### src/tcs_consts.svh
`ifndef TCS_CONSTS_SVH
`define TCS_CONSTS_SVH

// Per-channel register offsets inside one 64-byte channel window
`define TCS_OFF_B        6'h18
`define TCS_OFF_C        6'h1c
`define TCS_OFF_SR       6'h20
`define TCS_OFF_IER      6'h24
`define TCS_OFF_IDR      6'h28
`define TCS_OFF_IMR      6'h2c

// Block-level registers
`define TCS_OFF_BCR      8'hc0
`define TCS_OFF_BMR      8'hc4

// Channel count
`define TCS_NCHAN        3

// Reset values
`define TCS_RST_DATA     16'h0000
`define TCS_RST_MASK     8'h00
`define TCS_RST_BMR      6'h00

// Status bit positions
`define TCS_BIT_WRAP     0
`define TCS_BIT_OVR      1
`define TCS_BIT_MA       2
`define TCS_BIT_MB       3
`define TCS_BIT_MC       4
`define TCS_BIT_LDA      5
`define TCS_BIT_LDB      6
`define TCS_BIT_ETRG     7
`define TCS_BIT_CLKON    16
`define TCS_BIT_MIRA     17
`define TCS_BIT_MIRB     18

// Block control and routing fields
`define TCS_BIT_SYNC     0
`define TCS_SEL_PIN      2'h0
`define TCS_SEL_NONE     2'h1
`define TCS_SEL_LO       2'h2
`define TCS_SEL_HI       2'h3

`endif

### src/tcs_pkg.sv
package tcs_pkg;
	typedef logic [7:0]  tcs_flags_t;
	typedef logic [15:0] tcs_data_t;
	typedef logic [1:0]  tcs_route_t;
endpackage

### src/tcs_chan_flags.sv
`timescale 1ns/10ps
`default_nettype none
`include "tcs_consts.svh"

module tcs_chan_flags
	import tcs_pkg::*;
(
	input  wire logic ref_clk,
	input  wire logic rst,
	input  wire logic clk_en,
	input  wire logic wave,
	input  wire logic ext_trig,
	input  wire logic load_a,
	input  wire logic load_b,
	input  wire logic match_a,
	input  wire logic match_b,
	input  wire logic match_c,
	input  wire logic wrap,
	input  wire logic status_rd,
	input  wire logic a_rd,
	input  wire logic b_rd,
	output var tcs_flags_t flags,
	output var tcs_flags_t set_vec
);
	tcs_flags_t flags_q;
	tcs_flags_t flags_d;
	logic       a_unread_q;
	logic       b_unread_q;
	logic       overrun;

	// Event sources for each flag; load, A/B match and overrun are mode-gated
	always_comb begin
		set_vec = 8'h00;
		overrun = ~wave & ((load_a & a_unread_q) | (load_b & b_unread_q)); // [RULE11]
		set_vec[`TCS_BIT_ETRG] = ext_trig;                  // [RULE7]
		set_vec[`TCS_BIT_LDB]  = load_b & ~wave;            // [RULE8] [RULE20]
		set_vec[`TCS_BIT_LDA]  = load_a & ~wave;            // [RULE8]
		set_vec[`TCS_BIT_MC]   = match_c;                   // [RULE9]
		set_vec[`TCS_BIT_MB]   = match_b & wave;            // [RULE10] [RULE20]
		set_vec[`TCS_BIT_MA]   = match_a & wave;            // [RULE10]
		set_vec[`TCS_BIT_OVR]  = overrun;                   // [RULE11]
		set_vec[`TCS_BIT_WRAP] = wrap;                      // [RULE12]
		// Set beats the read clear so no event slips through
		flags_d = (status_rd ? 8'h00 : flags_q) | set_vec;  // [RULE3] [RULE22]
	end

	// Sticky flags
	always_ff @(posedge ref_clk) begin
		if (rst) begin
			flags_q <= 8'h00;
		end else if (clk_en) begin
			flags_q <= flags_d;
		end
	end

	// Unread tracking; a load in the read cycle keeps it pending
	always_ff @(posedge ref_clk) begin
		if (rst) begin
			a_unread_q <= 1'b0;
			b_unread_q <= 1'b0;
		end else if (clk_en) begin
			a_unread_q <= (load_a & ~wave) | (a_unread_q & ~a_rd); // [RULE11]
			b_unread_q <= (load_b & ~wave) | (b_unread_q & ~b_rd); // [RULE11]
		end
	end

	assign flags = flags_q;
endmodule

`default_nettype wire

### src/tcs_top.sv
// Notes on behaviour
// RULE1: B register read only in capture mode, written only in waveform mode.
// RULE2: C register reads and writes in all modes, holds sixteen bits.
// RULE3: Reading channel status clears its event flags.
// RULE4: Status bit 18 shows B line: pin in capture, driven in waveform.
// RULE5: Status bit 17 shows A line: pin in capture, driven in waveform.
// RULE6: Status bit 16 follows counter clock enable, never cleared by read.
// RULE7: Bit 7 sets on external trigger, clears on status read.
// RULE8: Bits 6 and 5 set on B or A load, capture mode only.
// RULE9: Bit 4 sets on C match in any mode.
// RULE10: Bits 3 and 2 set on B or A match, waveform mode only.
// RULE11: Bit 1 sets on second unread A or B load in capture.
// RULE12: Bit 0 sets on counter overflow.
// RULE13: Enable-set register ones set mask bits, zeros ignored.
// RULE14: Enable-clear register ones clear mask bits, zeros ignored.
// RULE15: Mask register reads enabled sources, resets to zero.
// RULE16: Block control bit 0 fires software trigger on all channels together.
// RULE17: Clock input 2 select: pin 2, none, channel 0 A, channel 1 A.
// RULE18: Clock input 1 select: pin 1, none, channel 0 A, channel 2 A.
// RULE19: Clock input 0 select: pin 0, none, channel 1 A, channel 2 A.
// RULE20: Mode bit one means waveform, zero capture; steers access and flags.
// RULE21: Channel interrupt asserts while any enabled flag is set.
// RULE22: A flag set in its clearing read cycle stays set.
`timescale 1ns/10ps
`default_nettype none
`include "tcs_consts.svh"

module tcs_top
	import tcs_pkg::*;
(
	input  wire logic              ref_clk,
	input  wire logic              rst,
	input  wire logic              clk_en,
	input  wire logic              wb_cyc_i,
	input  wire logic              wb_stb_i,
	input  wire logic              wb_we_i,
	input  wire logic [7:0]        wb_adr_i,
	input  wire logic [3:0]        wb_sel_i,
	input  wire logic [31:0]       wb_dat_i,
	output logic      [31:0]       wb_dat_o,
	output logic                   wb_ack_o,
	input  wire logic [2:0]        waveform_mode_select,
	input  wire logic [2:0]        counter_clock_on,
	input  wire logic [2:0]        channel_line_a_pin,
	input  wire logic [2:0]        channel_line_b_pin,
	input  wire logic [2:0]        channel_line_a_drive,
	input  wire logic [2:0]        channel_line_b_drive,
	input  wire logic [2:0]        ext_trig_evt,
	input  wire logic [2:0]        load_a_evt,
	input  wire logic [2:0]        load_b_evt,
	input  wire logic [2:0]        match_a_evt,
	input  wire logic [2:0]        match_b_evt,
	input  wire logic [2:0]        match_c_evt,
	input  wire logic [2:0]        counter_wrap_evt,
	input  wire logic [2:0]        capture_compare_a_rd,
	input  wire logic [2:0][15:0]  counter_value,
	input  wire logic [2:0]        ext_clock_pin,
	output logic      [2:0]        chan_irq,
	output logic      [2:0]        sw_trigger,
	output logic      [2:0][15:0]  capture_compare_b_val,
	output logic      [2:0][15:0]  compare_c_val,
	output logic      [2:0]        ext_clock_in
);
	// Bus-side state
	logic              ack_q;
	logic [31:0]       dat_q;
	logic [31:0]       rdata;
	logic [31:0]       wmask;
	logic [31:0]       wdat_m;
	logic              take;
	logic              rd_take;
	logic              wr_take;

	// Register storage, indexed by channel
	tcs_data_t         b_q [3];
	tcs_data_t         c_q [3];
	tcs_flags_t        mask_q [3];
	tcs_flags_t        flags [3];
	tcs_flags_t        set_vec [3];
	logic [5:0]        bmr_q;
	logic [2:0]        irq_q;
	logic [2:0]        trig_q;
	logic [2:0]        xc_q;

	// Decoded hits per channel
	logic [2:0]        hit_b;
	logic [2:0]        hit_c;
	logic [2:0]        hit_sr;
	logic [2:0]        hit_ier;
	logic [2:0]        hit_idr;
	logic [2:0]        hit_imr;
	logic              hit_bcr;
	logic              hit_bmr;
	logic [2:0]        status_rd;
	logic [2:0]        b_rd;

	// Pin synchronisers: stage one feeds only stage two
	logic [2:0]        apin_s1_q;
	logic [2:0]        apin_s2_q;
	logic [2:0]        bpin_s1_q;
	logic [2:0]        bpin_s2_q;
	logic [2:0]        xpin_s1_q;
	logic [2:0]        xpin_s2_q;
	logic [2:0]        mirror_a;
	logic [2:0]        mirror_b;

	// One-hot channel hit for a given in-window offset
	function automatic logic [2:0] chan_hit(input logic [7:0] adr,
	                                        input logic [5:0] off);
		logic [2:0] hit;
		hit = 3'h0;
		for (int n = 0; n < `TCS_NCHAN; n++) begin
			hit[n] = (adr[7:6] == 2'(n)) && (adr[5:0] == off);
		end
		return hit;
	endfunction

	// Byte-lane merge of write data into an old value
	function automatic tcs_data_t merge16(input tcs_data_t old,
	                                      input logic [31:0] dat,
	                                      input logic [3:0] sel);
		tcs_data_t res;
		res = old;
		if (sel[0]) res[7:0] = dat[7:0];
		if (sel[1]) res[15:8] = dat[15:8];
		return res;
	endfunction

	// External clock routing: pin, none, then two sibling A lines
	function automatic logic route(input tcs_route_t sel, input logic pin,
	                               input logic lo, input logic hi);
		logic r;
		case (sel)
			`TCS_SEL_PIN:  r = pin;
			`TCS_SEL_NONE: r = 1'b0;
			`TCS_SEL_LO:   r = lo;
			`TCS_SEL_HI:   r = hi;
			default:       r = 1'b0;
		endcase
		return r;
	endfunction

	// Request decode; effects land on the taking edge
	assign take    = wb_cyc_i & wb_stb_i & ~ack_q;
	assign rd_take = take & ~wb_we_i;
	assign wr_take = take & wb_we_i;
	assign hit_b   = chan_hit(wb_adr_i, `TCS_OFF_B);
	assign hit_c   = chan_hit(wb_adr_i, `TCS_OFF_C);
	assign hit_sr  = chan_hit(wb_adr_i, `TCS_OFF_SR);
	assign hit_ier = chan_hit(wb_adr_i, `TCS_OFF_IER);
	assign hit_idr = chan_hit(wb_adr_i, `TCS_OFF_IDR);
	assign hit_imr = chan_hit(wb_adr_i, `TCS_OFF_IMR);
	assign hit_bcr = (wb_adr_i == `TCS_OFF_BCR);
	assign hit_bmr = (wb_adr_i == `TCS_OFF_BMR);
	assign wmask   = {{8{wb_sel_i[3]}}, {8{wb_sel_i[2]}},
	                  {8{wb_sel_i[1]}}, {8{wb_sel_i[0]}}};
	assign wdat_m  = wb_dat_i & wmask;
	assign status_rd = {3{rd_take}} & hit_sr;                          // [RULE3]
	assign b_rd      = {3{rd_take}} & hit_b & ~waveform_mode_select;   // [RULE11]

	// Line mirrors pick pin or driven level by mode
	assign mirror_a = (waveform_mode_select & channel_line_a_drive) |
	                  (~waveform_mode_select & apin_s2_q);             // [RULE5]
	assign mirror_b = (waveform_mode_select & channel_line_b_drive) |
	                  (~waveform_mode_select & bpin_s2_q);             // [RULE4]

	// Read mux; unmapped and write-only locations answer zero
	always_comb begin
		rdata = 32'h0;
		for (int n = 0; n < `TCS_NCHAN; n++) begin
			if (hit_b[n] && !waveform_mode_select[n]) begin
				rdata = {16'h0, b_q[n]};                                // [RULE1] [RULE20]
			end
			if (hit_c[n]) begin
				rdata = {16'h0, c_q[n]};                                // [RULE2]
			end
			if (hit_sr[n]) begin
				rdata = {13'h0, mirror_b[n], mirror_a[n],
				         counter_clock_on[n], 8'h0, flags[n]};          // [RULE6]
			end
			if (hit_imr[n]) begin
				rdata = {24'h0, mask_q[n]};                             // [RULE15]
			end
		end
		if (hit_bmr) begin
			rdata = {26'h0, bmr_q};
		end
	end

	// Bus answer: ack one cycle after take, dropped the next
	always_ff @(posedge ref_clk) begin
		if (rst) begin
			ack_q <= 1'b0;
			dat_q <= 32'h0;
		end else if (clk_en) begin
			ack_q <= take;
			if (rd_take) begin
				dat_q <= rdata;
			end
		end
	end

	// Pin synchronisers
	always_ff @(posedge ref_clk) begin
		if (rst) begin
			apin_s1_q <= 3'h0;
			apin_s2_q <= 3'h0;
			bpin_s1_q <= 3'h0;
			bpin_s2_q <= 3'h0;
			xpin_s1_q <= 3'h0;
			xpin_s2_q <= 3'h0;
		end else if (clk_en) begin
			apin_s1_q <= channel_line_a_pin;
			apin_s2_q <= apin_s1_q;
			bpin_s1_q <= channel_line_b_pin;
			bpin_s2_q <= bpin_s1_q;
			xpin_s1_q <= ext_clock_pin;
			xpin_s2_q <= xpin_s1_q;
		end
	end

	// Per-channel registers, flags and interrupt line
	generate
		for (genvar n = 0; n < `TCS_NCHAN; n++) begin : g_chan
			// B: hardware capture load, bus write only in waveform mode
			always_ff @(posedge ref_clk) begin
				if (rst) begin
					b_q[n] <= `TCS_RST_DATA;
				end else if (clk_en) begin
					if (load_b_evt[n] && !waveform_mode_select[n]) begin
						b_q[n] <= counter_value[n];
					end else if (wr_take && hit_b[n] &&
					             waveform_mode_select[n]) begin
						b_q[n] <= merge16(b_q[n], wb_dat_i, wb_sel_i); // [RULE1]
					end
				end
			end

			// C: plain read/write in every mode
			always_ff @(posedge ref_clk) begin
				if (rst) begin
					c_q[n] <= `TCS_RST_DATA;
				end else if (clk_en && wr_take && hit_c[n]) begin
					c_q[n] <= merge16(c_q[n], wb_dat_i, wb_sel_i);     // [RULE2]
				end
			end

			// Mask: set and clear ports; the set port is checked first, clear only otherwise
			always_ff @(posedge ref_clk) begin
				if (rst) begin
					mask_q[n] <= `TCS_RST_MASK;                         // [RULE15]
				end else if (clk_en && wr_take) begin
					if (hit_ier[n]) begin
						mask_q[n] <= mask_q[n] | wdat_m[7:0];          // [RULE13]
					end else if (hit_idr[n]) begin
						mask_q[n] <= mask_q[n] & ~wdat_m[7:0];         // [RULE14]
					end
				end
			end

			tcs_chan_flags u_flags (
				.ref_clk   (ref_clk),
				.rst       (rst),
				.clk_en    (clk_en),
				.wave      (waveform_mode_select[n]),
				.ext_trig  (ext_trig_evt[n]),
				.load_a    (load_a_evt[n]),
				.load_b    (load_b_evt[n]),
				.match_a   (match_a_evt[n]),
				.match_b   (match_b_evt[n]),
				.match_c   (match_c_evt[n]),
				.wrap      (counter_wrap_evt[n]),
				.status_rd (status_rd[n]),
				.a_rd      (capture_compare_a_rd[n]),
				.b_rd      (b_rd[n]),
				.flags     (flags[n]),
				.set_vec   (set_vec[n])
			);

			// Registered so the line is glitch free to the controller
			always_ff @(posedge ref_clk) begin
				if (rst) begin
					irq_q[n] <= 1'b0;
				end else if (clk_en) begin
					irq_q[n] <= |(flags[n] & mask_q[n]);               // [RULE21]
				end
			end

			assign capture_compare_b_val[n] = b_q[n];
			assign compare_c_val[n]         = c_q[n];
		end
	endgenerate

	// Block mode register
	always_ff @(posedge ref_clk) begin
		if (rst) begin
			bmr_q <= `TCS_RST_BMR;
		end else if (clk_en && wr_take && hit_bmr && wb_sel_i[0]) begin
			bmr_q <= wb_dat_i[5:0];
		end
	end

	// Software trigger: one-cycle pulse to all channels at once
	always_ff @(posedge ref_clk) begin
		if (rst) begin
			trig_q <= 3'h0;
		end else if (clk_en) begin
			trig_q <= {3{wr_take & hit_bcr & wb_sel_i[0] &
			             wb_dat_i[`TCS_BIT_SYNC]}};                 // [RULE16]
		end
	end

	// External clock routing; adds one cycle of latency
	always_ff @(posedge ref_clk) begin
		if (rst) begin
			xc_q <= 3'h0;
		end else if (clk_en) begin
			xc_q[2] <= route(bmr_q[5:4], xpin_s2_q[2],
			                 channel_line_a_drive[0],
			                 channel_line_a_drive[1]);              // [RULE17]
			xc_q[1] <= route(bmr_q[3:2], xpin_s2_q[1],
			                 channel_line_a_drive[0],
			                 channel_line_a_drive[2]);              // [RULE18]
			xc_q[0] <= route(bmr_q[1:0], xpin_s2_q[0],
			                 channel_line_a_drive[1],
			                 channel_line_a_drive[2]);              // [RULE19]
		end
	end

	assign wb_ack_o     = ack_q;
	assign wb_dat_o     = dat_q;
	assign chan_irq     = irq_q;
	assign sw_trigger   = trig_q;
	assign ext_clock_in = xc_q;
endmodule

`default_nettype wire

### config.mk
export PLATFORM = sky130hd
export DESIGN_NAME = tcs_top
export DESIGN_NICKNAME = d
export VERILOG_FILES = /design/src/tcs_pkg.sv /design/src/tcs_chan_flags.sv /design/src/tcs_top.sv
export VERILOG_INCLUDE_DIRS = /design/src
export SDC_FILE = /design/constraint.sdc
export NUM_CORES = 1
export LEC_CHECK = 0
export ABC_CLOCK_PERIOD_IN_PS = 6000
export BUFFER_PORTS_ARGS = -buffer_cell sky130_fd_sc_hd__buf_2
export CAP_MARGIN = 10
export CORE_ASPECT_RATIO = 0.75
export CORE_MARGIN = 2
export CORE_UTILIZATION = 45
export DETAILED_ROUTE_END_ITERATION = 10
export PLACE_DENSITY = 0.7
export RECOVER_POWER = 50
export SETUP_SLACK_MARGIN = 0.05
export SYNTH_ARGS = -nofsm -noshare
export SYNTH_HDL_FRONTEND = slang
export SYNTH_SLANG_ARGS = --single-unit
### constraint.sdc
create_clock -name ref_clk -period 6 [get_ports ref_clk]
set_clock_uncertainty 0.05 [all_clocks]
set_input_delay 1.2 -clock ref_clk [delete_from_list [all_inputs] [get_ports ref_clk]]
set_output_delay 1.2 -clock ref_clk [all_outputs]
set_load 0.01 [all_outputs]
==> metrics list <==
* Status: finished with violations
* Failing checks: capacitance limit, slew limit
- TritonCTS built the clock tree.
* Initial Utilization: 45.59%
- Counting flops with an async set or reset pin after synthesis yields a share of 0%.
- The critical path is of the input port to flip-flop type.
* Number of top-level pins: 281
* Core Region: 22880 µm²
- The most used flip-flop cell after synthesis is edfxtp_1.
* Fin area: 12340 µm²
- Clock sink total: 201
* Maximum clock frequency: 226.0 MHz
- Counting I/O delays and the setup requirement, the final critical path takes 4.425 ns.
- Depth of the most critical reg-to-reg path: 5
- Total vias in the final route: 9828
- Entering global routing, the biggest net connects 60 pins.
- Antenna Violating Nets Remaining: 0
* Sequential share of the synthesized area: 50.08%
- RD Place Congestion: 1.006
* Standby leakage power: 4.384 nW
* TritonRoute pass-1 iters: 5
- Share of Yosys cell area claimed by the top area cell type: 34.54%
* Buffers added on ports: 249
* Initial antenna violation count: 0
* Largest fanout of any net on the critical path: 22
- FF+latch count, synth: 201
- The largest total area in the synthesized netlist belongs to edfxtp_1.
* Combinational family with the most area after synthesis: compound AO/OA/AOI/OAI gates
- Clk_lat worst skew: 0.52 ns
- Global routing usage on met3: 10.15%
- Dividing the detail-routed wire length by the instance count gives 25.64 µm.
* Worst R2R End: b_q[0][2]$_DFFE_PP_
- In this run, synthesis inferred 120 flip-flops with an integrated enable.
- The first global-routing pass estimated 56630 µm of wire.
- In this run the deepest clock path goes through 3 buffers.
- The mapped netlist covers 10430 µm².
* Dpl cell area: 11720 µm²
- Headroom to the max-slew limit came out at -32.73%.
- Delay of the slowest cell on the worst path: 0.96 ns
* Worst hold slack: 0.4085 ns
- Power after layout: 0.003385 W
- For this design, the slowest cell found on the critical path is nand2b_1.
- In this run the vertical extent of the chip is 135.9 µm.
- Of the total synthesized cell area, the portion taken by full adders, half adders and majority gates is 0%.
- Data on the critical path is required at its endpoint by 6.32 ns.
- From synthesis to final layout, the design area changed by 18.30%.
* Critical R2R Launch: wb_ack_o$_SDFFE_PP0P_
- Count of unresolved DRC violations after routing: 0
- Setup violations remaining at the end of the flow were counted as 0.
* Largest cells by area after synthesis: edfxtp_1, dfxtp_1, a22o_1
* Via count of the first global-routing pass: 8839
* Horizontal die dimension: 179.8 µm
- Across the run, the number of max-cap violations was 1.
* Origin of the worst min-delay path: wb_dat_o[16]$_SDFFE_PP0P_
* Post-CTS resize count: 0
- Setup repair after global routing left no endpoint under its margin.
- Summing the areas of all xor and xnor instances in the mapped netlist gives 0.1679% of the synthesized area.
- Clock transition at the registers of the reported paths: 0.06 ns
* Via count normalized by instance count: 6.436
- For flop-to-flop paths, the worst setup slack is 2.46 ns.
- The tightest min-delay check is of the flip-flop to flip-flop type.
- After the last flow step, the layout net total stands at 1353.
- The worst setup path is launched from an input port.
- Worst-case vdd ir drop: 0.1788 mV
* Crit path capture type: flip-flop
- Counting the buffers created by CTS gives 22.
- H-tree levels: 1
* Post-CTS Repair Setup Buffers: 0
- First-iteration detailed-routing DRC count: 1578
- Worst-path cell chain: clkbuf_1 -> nand2b_1 -> nor3_4 -> a21oi_1 -> o211ai_1 -> a211oi_1
* Met2 Use GR: 42.91%
- CP Data Arrival Time: 4.74 ns
* Synth Warn #: 0
* Combined global-route utilization of all metal layers: 30.72%
* Number of max-slew violations in the final report: 46
- In this run, placement finished with an instance count of 1486.
- Endpoint of the worst hold-timing path: wb_dat_o[16]$_SDFFE_PP0P_
- Post-Synthesis Cells: 1010
- Power Dens Cells: 274.3 nW/µm²
- Summing the areas of all compound-gate instances in the mapped netlist gives 23.31% of the synthesized area.
- Sum of negative setup slack: 0 ns
- Counting instances, the worst hold path has a depth of 2.
- The hold violation count in the final report was 0.
- The floorplan step defined a die boundary enclosing 24430 µm².
- Crit path from: wb_adr_i[7]
- Once layout is complete, the cells apart from fillers number 1527.
- Number of different library cells in the post-synthesis netlist: 77
- Final clock period utilization by the worst path: 73.74%
* Most Used Layer, Global Route: met1
* Avg Inst Size Synth: 10.33 µm²
- The floorplan has 48 rows.
- Gr ovfl total: 0
- Hold bufs inserted after CTS: 0
* Worst-Margin Slew: 1.991 ns
- Detailed Place HPWL: 28680 µm
- Share of synthesized area spent on multiplexers: 3.490%
* Routed WL: 39160 µm
- Area fraction in and, or, nand and nor cells after synthesis: 17.75%
* Master cell of the clock root buffer: clkbuf_16
- Cells with a size suffix above 1 make up 16.64% of the layout.
- Global routing consumed, on the met1 layer, 45.34% of the routing resources.
-- where the power goes --
part           internal, W  leakage (nW)  switching (W)
Combinational     0.000104          2.09       0.000223
Clock             0.000906         0.397       0.000584
Sequential         0.00152          1.90      0.0000484
Total              0.00253          4.38       0.000855
-- layout by cell type, fill, tap and decap left out, types with 4 or more instances in the layout --
cell / n
a211oi_1: 37
a21o_1: 8
clkinv_2: 5
and2_0: 19
clkbuf_1: 130
edfxtp_1: 120
a22oi_1: 25
nand4_1: 9
a32oi_1: 15
and2_1: 38
mux2i_1: 33
dfxtp_1: 81
a2111oi_0: 4
clkbuf_8: 4
o22ai_1: 12
o21a_1: 4
buf_2: 122
clkbuf_16: 24
nor3_1: 17
a22o_1: 59
nor4_1: 16
a21oi_1: 53
nand3_1: 28
buf_4: 15
nor2b_1: 14
a221o_1: 11
nor3_2: 4
o21ai_0: 20
o2bb2ai_1: 7
a311oi_1: 12
nand2b_1: 10
a31oi_1: 6
o211ai_1: 21
inv_1: 8
conb_1: 13
nor2_1: 110
nand2_1: 39
a2bb2oi_1: 7
-- synth_stat cells (all sizes together) (22+ instances only) --
master	count
edfxtp	120
nor2	113
dfxtp	81
a22o	60
and2	57
buf	54
a21oi	53
clkbuf	47
nand2	40
a211oi	38
mux2i	33
nand3	28
a22oi	25
nor3	22
o211ai	22
-- critical path: cells and delay by family --
kind            cells  cell delay, ns
buf+inv             1            0.91
simple gates        2            1.85
compound gates      3            0.76
-- sequential cells by signal (all words and copies together) (netlist names), 6 cells and up --
signal                count
mask_q                   24
c_q                      48
bmr_q                     6
b_q                      48
wb_dat_o                 19
g_chan.u_flags.flags     24
-- cells by family after synthesis --
group,count (synthesis)
other,1
AO/OA/AOI/OAI,322
flip-flops,201
AND/OR/NAND/NOR,339
XOR/XNOR,2
multiplexers,36
buffers and inverters,109
-- stage by stage --
stage | utilization, % | setup slack [ns]
detailed placement | 51.23 | 1.591
finish | 53.94 | 1.575
floorplan | - | 2.682
CTS | 54.69 | 2.123
global placement | 51.23 | 1.605
global route | 53.93 | 1.568
-- final cells by class --
type | count | area, µm²
fill | 2122 | 10540
sequential | 201 | 5225
multi-input combinational | 712 | 4713
timing repair buffer | 265 | 1204
clock buffer | 31 | 668.1
tap | 300 | 375.4
clock inverter | 9 | 123.9
inverter | 8 | 30.03
antenna | 1 | 2.502
-- worst max-delay path by stage --
| stage | endpoint | cells past startpoint | slack [ns] |
|---|---|---|---|
| floorplan | b_q[2][10]$_SDFFCE_PN0P_ | 7 | 2.68 |
| global placement | b_q[0][14]$_DFFE_PP_ | 6 | 1.61 |
| detailed placement | b_q[0][12]$_DFFE_PP_ | 6 | 1.59 |
| CTS | b_q[0][2]$_DFFE_PP_ | 6 | 2.12 |
| global route | wb_dat_o[4]$_SDFFE_PP0P_ | 6 | 1.57 |
| finish | wb_dat_o[10]$_SDFFE_PP0P_ | 6 | 1.58 |
-- per-layer routing --
metal / wire (µm) / share of wire (%)
met5: 0 / 0
met4: 1174 / 3.0
met3: 5589 / 14
met2: 15780 / 40
met1: 16610 / 42
Power figures use the tool's default switching activity.
